==> src/core/rqsb_regs.svh <==
// sideband field positions, register offsets and reset values
// assumes: included by the decoder and the sim files, by bare name
`ifndef RQSB_REGS_SVH
`define RQSB_REGS_SVH

// sideband bus layout, low bit of each field
`define RQSB_SB_W 137
`define RQSB_FBE_LO 0
`define RQSB_LBE_LO 8
`define RQSB_OFS_LO 16
`define RQSB_SOP_LO 20
`define RQSB_SOP0P_LO 22
`define RQSB_SOP1P_LO 24
`define RQSB_EOP_LO 26
`define RQSB_EOP0_LO 28
`define RQSB_EOP1_LO 32
`define RQSB_ABORT_BIT 36
`define RQSB_HINTP_LO 37
`define RQSB_HINTT_LO 39
`define RQSB_IND_LO 43
`define RQSB_STAG_LO 45
`define RQSB_SEQA_LO 61
`define RQSB_SEQB_LO 67
`define RQSB_PAR_LO 73

// start position codes
`define RQSB_LANE0 2'h0
`define RQSB_LANE32 2'h2

// register offsets
`define RQSB_CTRL_OFS 8'h00
`define RQSB_STAT_OFS 8'h04
`define RQSB_TAB_OFS 8'h08
`define RQSB_NULLCNT_OFS 8'h0C

// control bits and reset value
`define RQSB_CTRL_STRADDLE 0
`define RQSB_CTRL_PAREN 1
`define RQSB_CTRL_ALIGN128 2
`define RQSB_CTRL_ENDPOINT 3
`define RQSB_CTRL_RST 4'h0

// status bits, write one to clear
`define RQSB_STAT_ABORT 0
`define RQSB_STAT_PARITY 1
`define RQSB_STAT_FORBID 2
`define RQSB_STAT_RST 3'h0

// table write word: tag low byte, index above it
`define RQSB_TAB_IDX_LSB 8

`endif

==> src/core/rqsb_pkg.sv <==
// types shared by the request sideband decoder
// assumes: compiled before every other design file
`default_nettype none

package rqsb_pkg;
    // two-bit start/end flag codes
    typedef enum logic [1:0] {
        RQSB_NONE = 2'b00,
        RQSB_ONE = 2'b01,
        RQSB_BAD = 2'b10,
        RQSB_TWO = 2'b11
    } rqsb_code_t;
    typedef logic [5:0] rqsb_seq_t;
    typedef logic [7:0] rqsb_tag_t;
    // packet slot in the beat: carried-over, first new, second new
    typedef logic [1:0] rqsb_slot_t;
endpackage

`default_nettype wire

==> src/core/rqsb_tag_mem.sv <==
// steering tag table: one write port, two registered read ports
// assumes: single clock, writes from the register port
`default_nettype none

module rqsb_tag_mem #(
    parameter int AW = 6,
    parameter int DW = 8
) (
    // clock and control
    input wire logic clk_sys,
    input wire logic nrst,
    input wire logic clkEn,
    // write side
    input wire logic wrEn,
    input wire logic [AW-1:0] wrAddr,
    input wire logic [DW-1:0] wrData,
    // read side
    input wire logic [AW-1:0] rdAddrA,
    input wire logic [AW-1:0] rdAddrB,
    output logic [DW-1:0] rdDataA,
    output logic [DW-1:0] rdDataB
);
    logic [DW-1:0] mem [2**AW];

    // table storage, no reset needed
    always_ff @(posedge clk_sys) begin
        if (clkEn && wrEn) begin
            mem[wrAddr] <= wrData;
        end
    end

    // registered read data
    always_ff @(posedge clk_sys) begin
        if (!nrst) begin
            rdDataA <= '0;
            rdDataB <= '0;
        end else if (clkEn) begin
            rdDataA <= mem[rdAddrA];
            rdDataB <= mem[rdAddrB];
        end
    end
endmodule

`default_nettype wire

==> src/core/rqsb_parity_chk.sv <==
// odd parity check of every payload byte against its parity bit
// assumes: data and parity are on the same clock as the caller
`default_nettype none

module rqsb_parity_chk #(
    parameter int BYTES = 64
) (
    // payload and parity
    input wire logic [8*BYTES-1:0] data,
    input wire logic [BYTES-1:0] parity,
    // result
    output logic mismatch
);
    logic [BYTES-1:0] byteBad;

    // each byte plus its bit must hold an odd number of ones
    genvar i;
    generate
        for (i = 0; i < BYTES; i++) begin : gByte
            assign byteBad[i] = ~(^{data[8*i +: 8], parity[i]});
        end
    endgenerate

    assign mismatch = |byteBad;
endmodule

`default_nettype wire

==> src/core/rqsb_decoder.sv <==
// request sideband decoder: captures per-packet fields, tracks packets,
// aborts, parity, and returns order numbers
// assumes: request bus and register port on clk_sys, downstream ready
// comes from logic on the same clock
//
// How it works
// - trailing mask nibble passes through as the last-Dword byte mask.
// - per-packet fields are captured only on a start beat with handshake.
// - without straddle only bit 0 matters; last-beat marker delimits.
// - end offsets valid only while their end bit is set.
// - abort on a non-first beat nullifies that packet.
// - abort stays sticky for the rest of the packet.
// - endpoint mode reports an abort as an error message.
// - hint type pairs per packet, ignored without hint-present.
// - indirect bit selects table lookup of the steering tag.
// - order numbers return once the packet is fully accepted.
// - parity mismatch nullifies the packet and reports an error.
// - a beat moves only when valid and ready are both high.
// - under straddle, packets are delimited by start and end flags.
// - each returned number carries a one-cycle strobe.
//
// Strobed register access and the register offsets were chosen for this implementation.
`include "rqsb_regs.svh"
`default_nettype none

module rqsb_decoder #(
    parameter int TAB_AW = 6,
    parameter int BYTES = 64
) (
    // clock, reset, enable
    input wire logic clk_sys,
    input wire logic nrst,
    input wire logic clkEn,
    // request stream from user logic
    input wire logic [8*BYTES-1:0] requestPayloadBus,
    input wire logic [`RQSB_SB_W-1:0] requestSidebandBus,
    input wire logic requestValid,
    input wire logic requestLast,
    output logic requestReady,
    // downstream pipeline can take a beat
    input wire logic txReady,
    // register port
    input wire logic [7:0] regAddr,
    input wire logic [31:0] regWrData,
    input wire logic regWr,
    input wire logic regRd,
    output logic [31:0] regRdData,
    // decoded header fields of new packets
    output logic [1:0] hdrStrobe,
    output logic [7:0] hdrLeadMask,
    output logic [7:0] hdrTrailMask,
    output logic [1:0] hdrAddrOffset,
    output logic [1:0] hdrHintPresent,
    output logic [3:0] hdrHintType,
    output logic [15:0] hdrSteeringTag,
    // packet ends
    output logic [1:0] endStrobe,
    output logic [1:0] endNullify,
    output logic [3:0] endOffsetA,
    output logic [3:0] endOffsetB,
    // order number return
    output logic [5:0] orderNumberReturnA,
    output logic [5:0] orderNumberReturnB,
    output logic orderReturnStrobeA,
    output logic orderReturnStrobeB,
    // error reports
    output logic abortReport,
    output logic internalErrReport
);
    logic [3:0] ctrl_q;
    logic [2:0] stat_q;
    logic [15:0] nullCnt_q;
    logic openValid_q;
    logic openAbort_q;
    logic openErr_q;
    rqsb_pkg::rqsb_seq_t openSeq_q;
    logic [1:0] s1Start_q;
    logic [`RQSB_SB_W-1:0] s1Sb_q;
    logic [7:0] tagA;
    logic [7:0] tagB;
    logic parMismatch;

    // handshake and control decode
    wire beat = requestValid & requestReady;
    wire straddle = ctrl_q[`RQSB_CTRL_STRADDLE];
    wire parEn = ctrl_q[`RQSB_CTRL_PAREN];
    wire align128 = ctrl_q[`RQSB_CTRL_ALIGN128];
    wire endpoint = ctrl_q[`RQSB_CTRL_ENDPOINT];

    // sideband fields
    wire [1:0] sopCode = requestSidebandBus[`RQSB_SOP_LO +: 2];
    wire [1:0] eopCode = requestSidebandBus[`RQSB_EOP_LO +: 2];
    wire [1:0] sop0Pos = requestSidebandBus[`RQSB_SOP0P_LO +: 2];
    wire [1:0] sop1Pos = requestSidebandBus[`RQSB_SOP1P_LO +: 2];
    wire abortIn = requestSidebandBus[`RQSB_ABORT_BIT];
    wire [1:0] ind = requestSidebandBus[`RQSB_IND_LO +: 2];
    wire [15:0] stTag = requestSidebandBus[`RQSB_STAG_LO +: 16];
    wire [3:0] endOfsA = requestSidebandBus[`RQSB_EOP0_LO +: 4];
    wire [3:0] endOfsB = requestSidebandBus[`RQSB_EOP1_LO +: 4];
    wire [5:0] seqA = requestSidebandBus[`RQSB_SEQA_LO +: 6];
    wire [5:0] seqB = requestSidebandBus[`RQSB_SEQB_LO +: 6];
    wire [BYTES-1:0] parIn = requestSidebandBus[`RQSB_PAR_LO +: BYTES];

    // count of packets a flag code announces, 10 counts as none
    function automatic logic [1:0] codeCount(input logic [1:0] c);
        unique case (c)
            rqsb_pkg::RQSB_ONE: codeCount = 2'd1;
            rqsb_pkg::RQSB_TWO: codeCount = 2'd2;
            rqsb_pkg::RQSB_NONE: codeCount = 2'd0;
            rqsb_pkg::RQSB_BAD: codeCount = 2'd0;
        endcase
    endfunction

    // starts and ends in this beat
    wire [1:0] nStart = straddle ? codeCount(sopCode)
                                 : {1'b0, ~openValid_q};
    wire [1:0] nEndRaw = straddle ? codeCount(eopCode)
                                  : {1'b0, requestLast};
    wire [1:0] nItems = nStart + {1'b0, openValid_q};
    wire endTooMany = nEndRaw > nItems;
    wire [1:0] nEnd = endTooMany ? nItems : nEndRaw;

    // forbidden and reserved codes on an accepted beat
    wire badSop = straddle && sopCode == rqsb_pkg::RQSB_BAD;
    wire badEop = straddle && eopCode == rqsb_pkg::RQSB_BAD;
    wire badPos0 = nStart != 2'd0 && sop0Pos != `RQSB_LANE0
                   && sop0Pos != `RQSB_LANE32;
    wire badPos1 = nStart == 2'd2 && sop1Pos != `RQSB_LANE32;
    wire abortStart = straddle && abortIn && nStart != 2'd0
                      && nEnd != 2'd0;
    wire forbidSeen = beat & (badSop | badEop | badPos0 | badPos1
                              | endTooMany | abortStart);

    // parity only on accepted beats with checking on
    rqsb_parity_chk #(
        .BYTES(BYTES)
    ) uParity (
        .data(requestPayloadBus),
        .parity(parIn),
        .mismatch(parMismatch)
    );
    wire parErr = beat & parEn & parMismatch;

    // abort applies to the carried packet, never to a first beat
    wire abortNow = beat & abortIn & openValid_q;
    wire abortNew = abortNow & ~openAbort_q;

    // candidate packets: 0 carried, 1 first new, 2 second new
    wire [5:0] candSeq [3];
    wire candNull [3];
    assign candSeq[0] = openSeq_q;
    assign candSeq[1] = seqA;
    assign candSeq[2] = straddle ? seqB : seqA;
    assign candNull[0] = openAbort_q | abortIn | openErr_q | parErr;
    assign candNull[1] = parErr;
    assign candNull[2] = parErr;

    // slot of the k-th packet present in the beat
    wire [1:0] skip = {1'b0, ~openValid_q};
    wire [1:0] endIdA = skip;
    wire [1:0] endIdB = 2'd1 + skip;
    wire [1:0] keepId = nEnd + skip;
    wire keepOpen = nEnd < nItems;

    // control and status registers, status set wins over clear
    wire wrCtrl = regWr && regAddr == `RQSB_CTRL_OFS;
    wire wrStat = regWr && regAddr == `RQSB_STAT_OFS;
    wire wrTab = regWr && regAddr == `RQSB_TAB_OFS;
    wire [2:0] statSet = {forbidSeen, parErr, abortNew};
    wire [2:0] stat_d = (stat_q & ~(wrStat ? regWrData[2:0] : 3'h0))
                        | statSet;

    always_ff @(posedge clk_sys) begin
        if (!nrst) begin
            ctrl_q <= `RQSB_CTRL_RST;
            stat_q <= `RQSB_STAT_RST;
        end else if (clkEn) begin
            if (wrCtrl) begin
                ctrl_q <= regWrData[3:0];
            end
            stat_q <= stat_d;
        end
    end

    // read data stand one cycle after the strobe, unmapped read zero
    wire [31:0] rdMux =
        regAddr == `RQSB_CTRL_OFS ? {28'h0, ctrl_q} :
        regAddr == `RQSB_STAT_OFS ? {29'h0, stat_q} :
        regAddr == `RQSB_NULLCNT_OFS ? {16'h0, nullCnt_q} : 32'h0;

    always_ff @(posedge clk_sys) begin
        if (!nrst) begin
            regRdData <= 32'h0;
        end else if (clkEn) begin
            regRdData <= regRd ? rdMux : 32'h0;
        end
    end

    // ready follows the downstream pipeline, one flop in between
    always_ff @(posedge clk_sys) begin
        if (!nrst) begin
            requestReady <= 1'b0;
        end else if (clkEn) begin
            requestReady <= txReady;
        end
    end

    // carried packet state across beats
    always_ff @(posedge clk_sys) begin
        if (!nrst) begin
            openValid_q <= 1'b0;
            openAbort_q <= 1'b0;
            openErr_q <= 1'b0;
            openSeq_q <= 6'h0;
        end else if (clkEn && beat) begin
            openValid_q <= keepOpen;
            openSeq_q <= candSeq[keepId];
            openAbort_q <= keepId == 2'd0 &&
                           (openAbort_q | abortIn);
            openErr_q <= (keepId == 2'd0 && openErr_q) | parErr;
        end
    end

    // packet ends, nullify and order number return
    wire endA = beat && nEnd != 2'd0;
    wire endB = beat && nEnd == 2'd2;
    always_ff @(posedge clk_sys) begin
        if (!nrst) begin
            endStrobe <= 2'b00;
            endNullify <= 2'b00;
            endOffsetA <= 4'h0;
            endOffsetB <= 4'h0;
            orderReturnStrobeA <= 1'b0;
            orderReturnStrobeB <= 1'b0;
            orderNumberReturnA <= 6'h0;
            orderNumberReturnB <= 6'h0;
        end else if (clkEn) begin
            endStrobe <= {endB, endA};
            endNullify <= {endB & candNull[endIdB],
                           endA & candNull[endIdA]};
            // offsets shown only with their end, zero otherwise
            endOffsetA <= endA ? endOfsA : 4'h0;
            endOffsetB <= endB ? endOfsB : 4'h0;
            orderReturnStrobeA <= endA;
            orderReturnStrobeB <= endB;
            orderNumberReturnA <= candSeq[endIdA];
            orderNumberReturnB <= candSeq[endIdB];
        end
    end

    // nullified packet counter and error reports
    wire [1:0] nNull = {1'b0, endA & candNull[endIdA]}
                       + {1'b0, endB & candNull[endIdB]};
    always_ff @(posedge clk_sys) begin
        if (!nrst) begin
            nullCnt_q <= 16'h0;
            abortReport <= 1'b0;
            internalErrReport <= 1'b0;
        end else if (clkEn) begin
            nullCnt_q <= nullCnt_q + {14'h0, nNull};
            abortReport <= abortNew & endpoint;
            internalErrReport <= parErr;
        end
    end

    // first stage: sideband captured on start beats only
    wire [1:0] startMask = {nStart == 2'd2, nStart != 2'd0};
    always_ff @(posedge clk_sys) begin
        if (!nrst) begin
            s1Start_q <= 2'b00;
            s1Sb_q <= '0;
        end else if (clkEn) begin
            s1Start_q <= beat ? startMask : 2'b00;
            if (beat && nStart != 2'd0) begin
                s1Sb_q <= requestSidebandBus;
            end
        end
    end

    // table writes and lookups, index from low tag bits
    rqsb_tag_mem #(
        .AW(TAB_AW),
        .DW(8)
    ) uTagMem (
        .clk_sys(clk_sys),
        .nrst(nrst),
        .clkEn(clkEn),
        .wrEn(wrTab),
        .wrAddr(regWrData[`RQSB_TAB_IDX_LSB +: TAB_AW]),
        .wrData(regWrData[7:0]),
        .rdAddrA(stTag[TAB_AW-1:0]),
        .rdAddrB(stTag[8 +: TAB_AW]),
        .rdDataA(tagA),
        .rdDataB(tagB)
    );

    // second stage field selection
    wire [1:0] s1Hint = s1Sb_q[`RQSB_HINTP_LO +: 2];
    wire [1:0] s1Ind = s1Sb_q[`RQSB_IND_LO +: 2];
    wire [15:0] s1Tag = s1Sb_q[`RQSB_STAG_LO +: 16];
    wire [3:0] s1Type = s1Sb_q[`RQSB_HINTT_LO +: 4];
    wire [7:0] finTagA = !s1Hint[0] ? 8'h00 :
                         s1Ind[0] ? tagA : s1Tag[7:0];
    wire [7:0] finTagB = !s1Hint[1] ? 8'h00 :
                         s1Ind[1] ? tagB : s1Tag[15:8];
    wire [3:0] finType = {s1Hint[1] ? s1Type[3:2] : 2'b00,
                          s1Hint[0] ? s1Type[1:0] : 2'b00};
    wire [1:0] finOfs = align128 ?
                        s1Sb_q[`RQSB_OFS_LO +: 2] : 2'b00;

    // header outputs, masks passed through per packet nibble
    always_ff @(posedge clk_sys) begin
        if (!nrst) begin
            hdrStrobe <= 2'b00;
            hdrLeadMask <= 8'h00;
            hdrTrailMask <= 8'h00;
            hdrAddrOffset <= 2'b00;
            hdrHintPresent <= 2'b00;
            hdrHintType <= 4'h0;
            hdrSteeringTag <= 16'h0000;
        end else if (clkEn) begin
            hdrStrobe <= s1Start_q;
            hdrLeadMask <= s1Sb_q[`RQSB_FBE_LO +: 8];
            hdrTrailMask <= s1Sb_q[`RQSB_LBE_LO +: 8];
            hdrAddrOffset <= finOfs;
            hdrHintPresent <= s1Hint;
            hdrHintType <= finType;
            hdrSteeringTag <= {finTagB, finTagA};
        end
    end
endmodule

`default_nettype wire

==> config.mk <==
export PLATFORM = sky130hd
export DESIGN_NAME = rqsb_decoder
export DESIGN_NICKNAME = d
export VERILOG_FILES = /design/src/core/rqsb_pkg.sv /design/src/core/rqsb_tag_mem.sv /design/src/core/rqsb_parity_chk.sv /design/src/core/rqsb_decoder.sv
export VERILOG_INCLUDE_DIRS = /design/src /design/src/core
export SDC_FILE = /design/constraint.sdc
export NUM_CORES = 1
export LEC_CHECK = 0
export ABC_AREA = 0
export CAP_MARGIN = 15
export CORE_AREA = 2 2 314 316
export CTS_CLUSTER_SIZE = 25
export DETAILED_ROUTE_END_ITERATION = 12
export DIE_AREA = 0 0 316 318
export DONT_BUFFER_PORTS = 1
export PLACE_DENSITY_LB_ADDON = 0.15
export SKIP_CTS_REPAIR_TIMING = 1
export SKIP_LAST_GASP = 1
export SLEW_MARGIN = 20
export SYNTH_ARGS = -nofsm -noshare
export SYNTH_HDL_FRONTEND = slang
export SYNTH_SLANG_ARGS = --single-unit
==> constraint.sdc <==
create_clock -name clk_sys -period 5.1 [get_ports clk_sys]
set_input_delay 0.255 -clock clk_sys [delete_from_list [all_inputs] [get_ports clk_sys]]
set_output_delay 0.255 -clock clk_sys [all_outputs]
set_load 0.01 [all_outputs]
==> flow_summary_export.csv <==
group,metric,value,unit
outcome,outcome,"finished with violations",
outcome,violations,"hold timing",
power_and_ir_drop,clock_power_share,40.8,%
detailed_routing,vias_per_cell,5.67,
synth,synth_cell_types,45,
worst_setup_path,start_kind,"register",
worst_setup_path,cpPeakStageDelay,900,ps
worst_setup_path,cp_cell_sequence,"buf_4 -> o22ai_1 -> ha_1 -> xor2_1 -> inv_1 -> ha_1 -> nor2b_1 -> o21ai_0 -> buf_4 -> mux2i_1 -> inv_1 -> ha_1 -> xnor2_1 -> a21oi_1 -> o211ai_1 -> dlygate4sd3_1 -> o211a_1",
cells_and_area,fin_cells,3766,
place,port_buffers,0,
synth,syn_avg_cell_area,15.5,sq um
power_and_ir_drop,p_per_area,322,mW/mm^2
timing,rsz0062_at_grt,"false",
synth,yosysWarningCount,0,
clocking,clock_path_buffers,3,
cells_and_area,stdcell_area,0.0411,sq mm
power_and_ir_drop,p_switching,3.16,mW
global_route,grt_max_degree,180,
detailed_routing,num_vias,21300,
timing,finClkSkew,35.5,ps
global_route,grt_pass1_wl,164000,microns
flow_run,maxCapViolations,0,
place,placed_area,0.0375,sq mm
worst_setup_path,cp_data_required_time,5640,ps
global_route,grt_use_total,23.3,%
timing,slew_viol_final,0,
global_route,antenna_found_initial,18,
min_path,hold_path.class,"input pin to register",
worst_setup_path,crit_path_top_delay_cell,"a21oi_1",
worst_setup_path,ff2ff_path_depth,17,
worst_setup_path,arrival,5200,ps
synth,async_flop_share,0,%
place,placedCellCount,3520,
floorplan,dieArea,0.100,sq mm
global_route,overflow,0,
timing,max_freq,0.214,GHz
synth,synth_commonest_cells,"edfxtp_1 (512), mux4_2 (336), xnor2_1 (268)",
worst_setup_path,crit_top_cell,"ha_1",
floorplan,die_w,316,microns
clocking,insertion_delay,640,ps
worst_setup_path,crit_path_max_fanout,14,
power_and_ir_drop,p_int,10.1,mW
cells_and_area,drive_gt1_share,19.7,%
cells_and_area,n_fill_cell,8739,
cells_and_area,nNetsFinal,3109,
synth,synth_area,0.0363,sq mm
synth,yosys-top-cells-area,"edfxtp_1 (42%), mux4_2 (21%), dfxtp_1 (9.8%)",
floorplan,start_util,37.2,%
power_and_ir_drop,p_leak,13.5,nW
synth,synth_cells,2336,
synth,synth_edf_count,512,
floorplan,die_y,318,microns
worst_setup_path,regToRegSetupSlack,440,ps
worst_setup_path,crit_path_start,"ctrl_q[0]",
synth,ys_seq_area_share,52.1,%
synth,yosysMostFrequentCell,"edfxtp_1",
detailed_routing,drt_wl_total,122000,microns
min_path,hold_depth,3,
synth,yosysTopAreaCell,"edfxtp_1",
floorplan,ioPinCount,800,
global_route,grt_pass1_vias,21600,
clocking,cts.sinks,689,
timing,finalCritPeriodShare,91.4,%
worst_setup_path,cp-end-kind,"register",
detailed_routing,post_drt_wl_per_cell,32.3,microns
floorplan,core-area,0.0974,sq mm
timing,setup_viol,0,
synth,synth_seq_cells,689,
power_and_ir_drop,netSwitchingFraction,23.9,%
synth,synth-main-ff-cell,"edfxtp_1",
detailed_routing,drc,0,
worst_setup_path,reg2reg_from,"ctrl_q[0]",
cells_and_area,syn_to_final_growth,13.3,%
place,routabilityCongestion,0.930,
clocking,h-tree-depth,3,
clocking,numCtsBuffers,76,
detailed_routing,drt_iter0_drc,1680,
power_and_ir_drop,power_frac_comb,13.3,%
detailed_routing,first_pass_iters,5,
power_and_ir_drop,p_seq_share,45.9,%
clocking,cts_tree,"done",
power_and_ir_drop,p_total,13.2,mW
timing,timing.hold.ws,-4.69,ps
cells_and_area,finalCoreUtilization,42.2,%
floorplan,num_rows,115,
timing,worst_pin_slew,1130,ps
worst_setup_path,worstSetupPathType,"register to register",
timing,finalHoldViolations,3,
power_and_ir_drop,ir_worst_vdd,0.262,mV
clocking,clk_pin_slew_worst_paths,60,ps
timing,period_needed,4660,ps
timing,slew_headroom,24.6,%
synth,synth_top_area_share,42.4,%
detailed_routing,ant_nets,0,
clocking,cts-root-buf,"clkbuf_16",
timing,finalSetupTns,0,ps
place,hpwl,84600,microns
## power groups by stage
stage | sequential (mW) | clock, mW | combinational, mW
floorplan | 6.18 | 0 | 1.31
global placement | 6.18 | 0 | 1.54
detailed placement | 6.19 | 0 | 1.55
CTS | 6.07 | 5.49 | 1.56
global route | 6.07 | 5.73 | 1.84
finish | 6.07 | 5.39 | 1.75
## placed cells by master (no fill, tap or decap), drive strengths merged, types with 4 or more instances in the layout
cell         instances
a21boi              58
a21oi               25
and2                30
and3                 8
buf                 45
bufinv               4
clkbuf             104
clkinv              30
conb                16
dfxtp              177
diode               12
dlygate4sd3         83
edfxtp             512
ha                   7
inv                 32
mux2i               75
mux4               336
nand2              138
nand2b              14
nand3               26
nand3b               4
nand4                8
nor2                77
nor2b               94
nor4                20
o211a               19
o211ai               6
o21a                 4
o21ai               13
o22ai               18
xnor2              268
xnor3               64
xor2               130
## worst min-delay path by stage
stage                                 from                  to
floorplan                     regWrData[0]   uTagMem.mem[0][0]
global placement              regWrData[6]  uTagMem.mem[58][6]
detailed placement            regWrData[4]  uTagMem.mem[58][4]
CTS                           regWrData[4]  uTagMem.mem[58][4]
global route        requestSidebandBus[56]  uTagMem.rdDataB[6]
finish                          regAddr[3]        regRdData[2]
## per-layer routing
metal,vias up,track usage (%),part of all wire (%)
li1,9076,-,-
met1,11300,30.8,41
met2,840,39.2,49
met3,141,4.93,7.3
met4,6,5.16,2.2
met5,-,0,0.034
## state kept, by name (all words and copies together) (netlist names), 3 cells and up, named ones only
name,count
uTagMem.mem,512
s1Sb_q,42
hdrSteeringTag,16
nullCnt_q,16
regRdData,16
hdrLeadMask,8
hdrTrailMask,8
uTagMem.rdDataA,8
uTagMem.rdDataB,8
orderNumberReturnA,6
orderNumberReturnB,6
ctrl_q,4
endOffsetA,4
endOffsetB,4
hdrHintType,4
stat_q,3
## worst max-delay path: cells and delay by family, from the launching register on
family / cells / cell delay (ps)
xor gates and xnor gates: 2 / 530
buffers and inverters: 5 / 1140
and+or+nand+nor: 1 / 130
DFF: 1 / 320
AOI/OAI and AO/OA: 5 / 1500
adders and majority gates: 3 / 690
muxes: 1 / 270
## cell families (layout without fill, tap and decap cells)
kind of cell	count (synthesis)	after routing	share of synthesized area (%)
multiplexers	411	411	22.9
flip-flops	689	689	52.1
adder cells (fa/ha/maj)	8	8	0.297
buffers and inverters	182	298	2.19
AO/OA/AOI/OAI	153	153	2.98
XOR/XNOR	462	462	13.6
other	1	28	0.0103
AND/OR/NAND/NOR	430	430	5.88
## area by class of cell
type / count / area (sq um) / area share (%)
inverters: 29 / 109 / 0.265
diodes: 12 / 30.0 / 0.0731
clock inverters: 37 / 374 / 0.910
clock buffers: 104 / 2040 / 4.96
well taps: 1287 / 1610 / 3.92
repair buffers: 128 / 1370 / 3.33
flip-flops and latches: 689 / 18900 / 46.0
multi-input cells: 1480 / 16600 / 40.5
## through the flow
| step | setup slack (ps) | hold WS (ps) |
|---|---|---|
| floorplan | 580 | 354 |
| global placement | 666 | 358 |
| detailed placement | 709 | 357 |
| CTS | 651 | -351 |
| global route | 53.3 | 3.07 |
| finish | 437 | -4.69 |
Power figures use the tool's default switching activity.
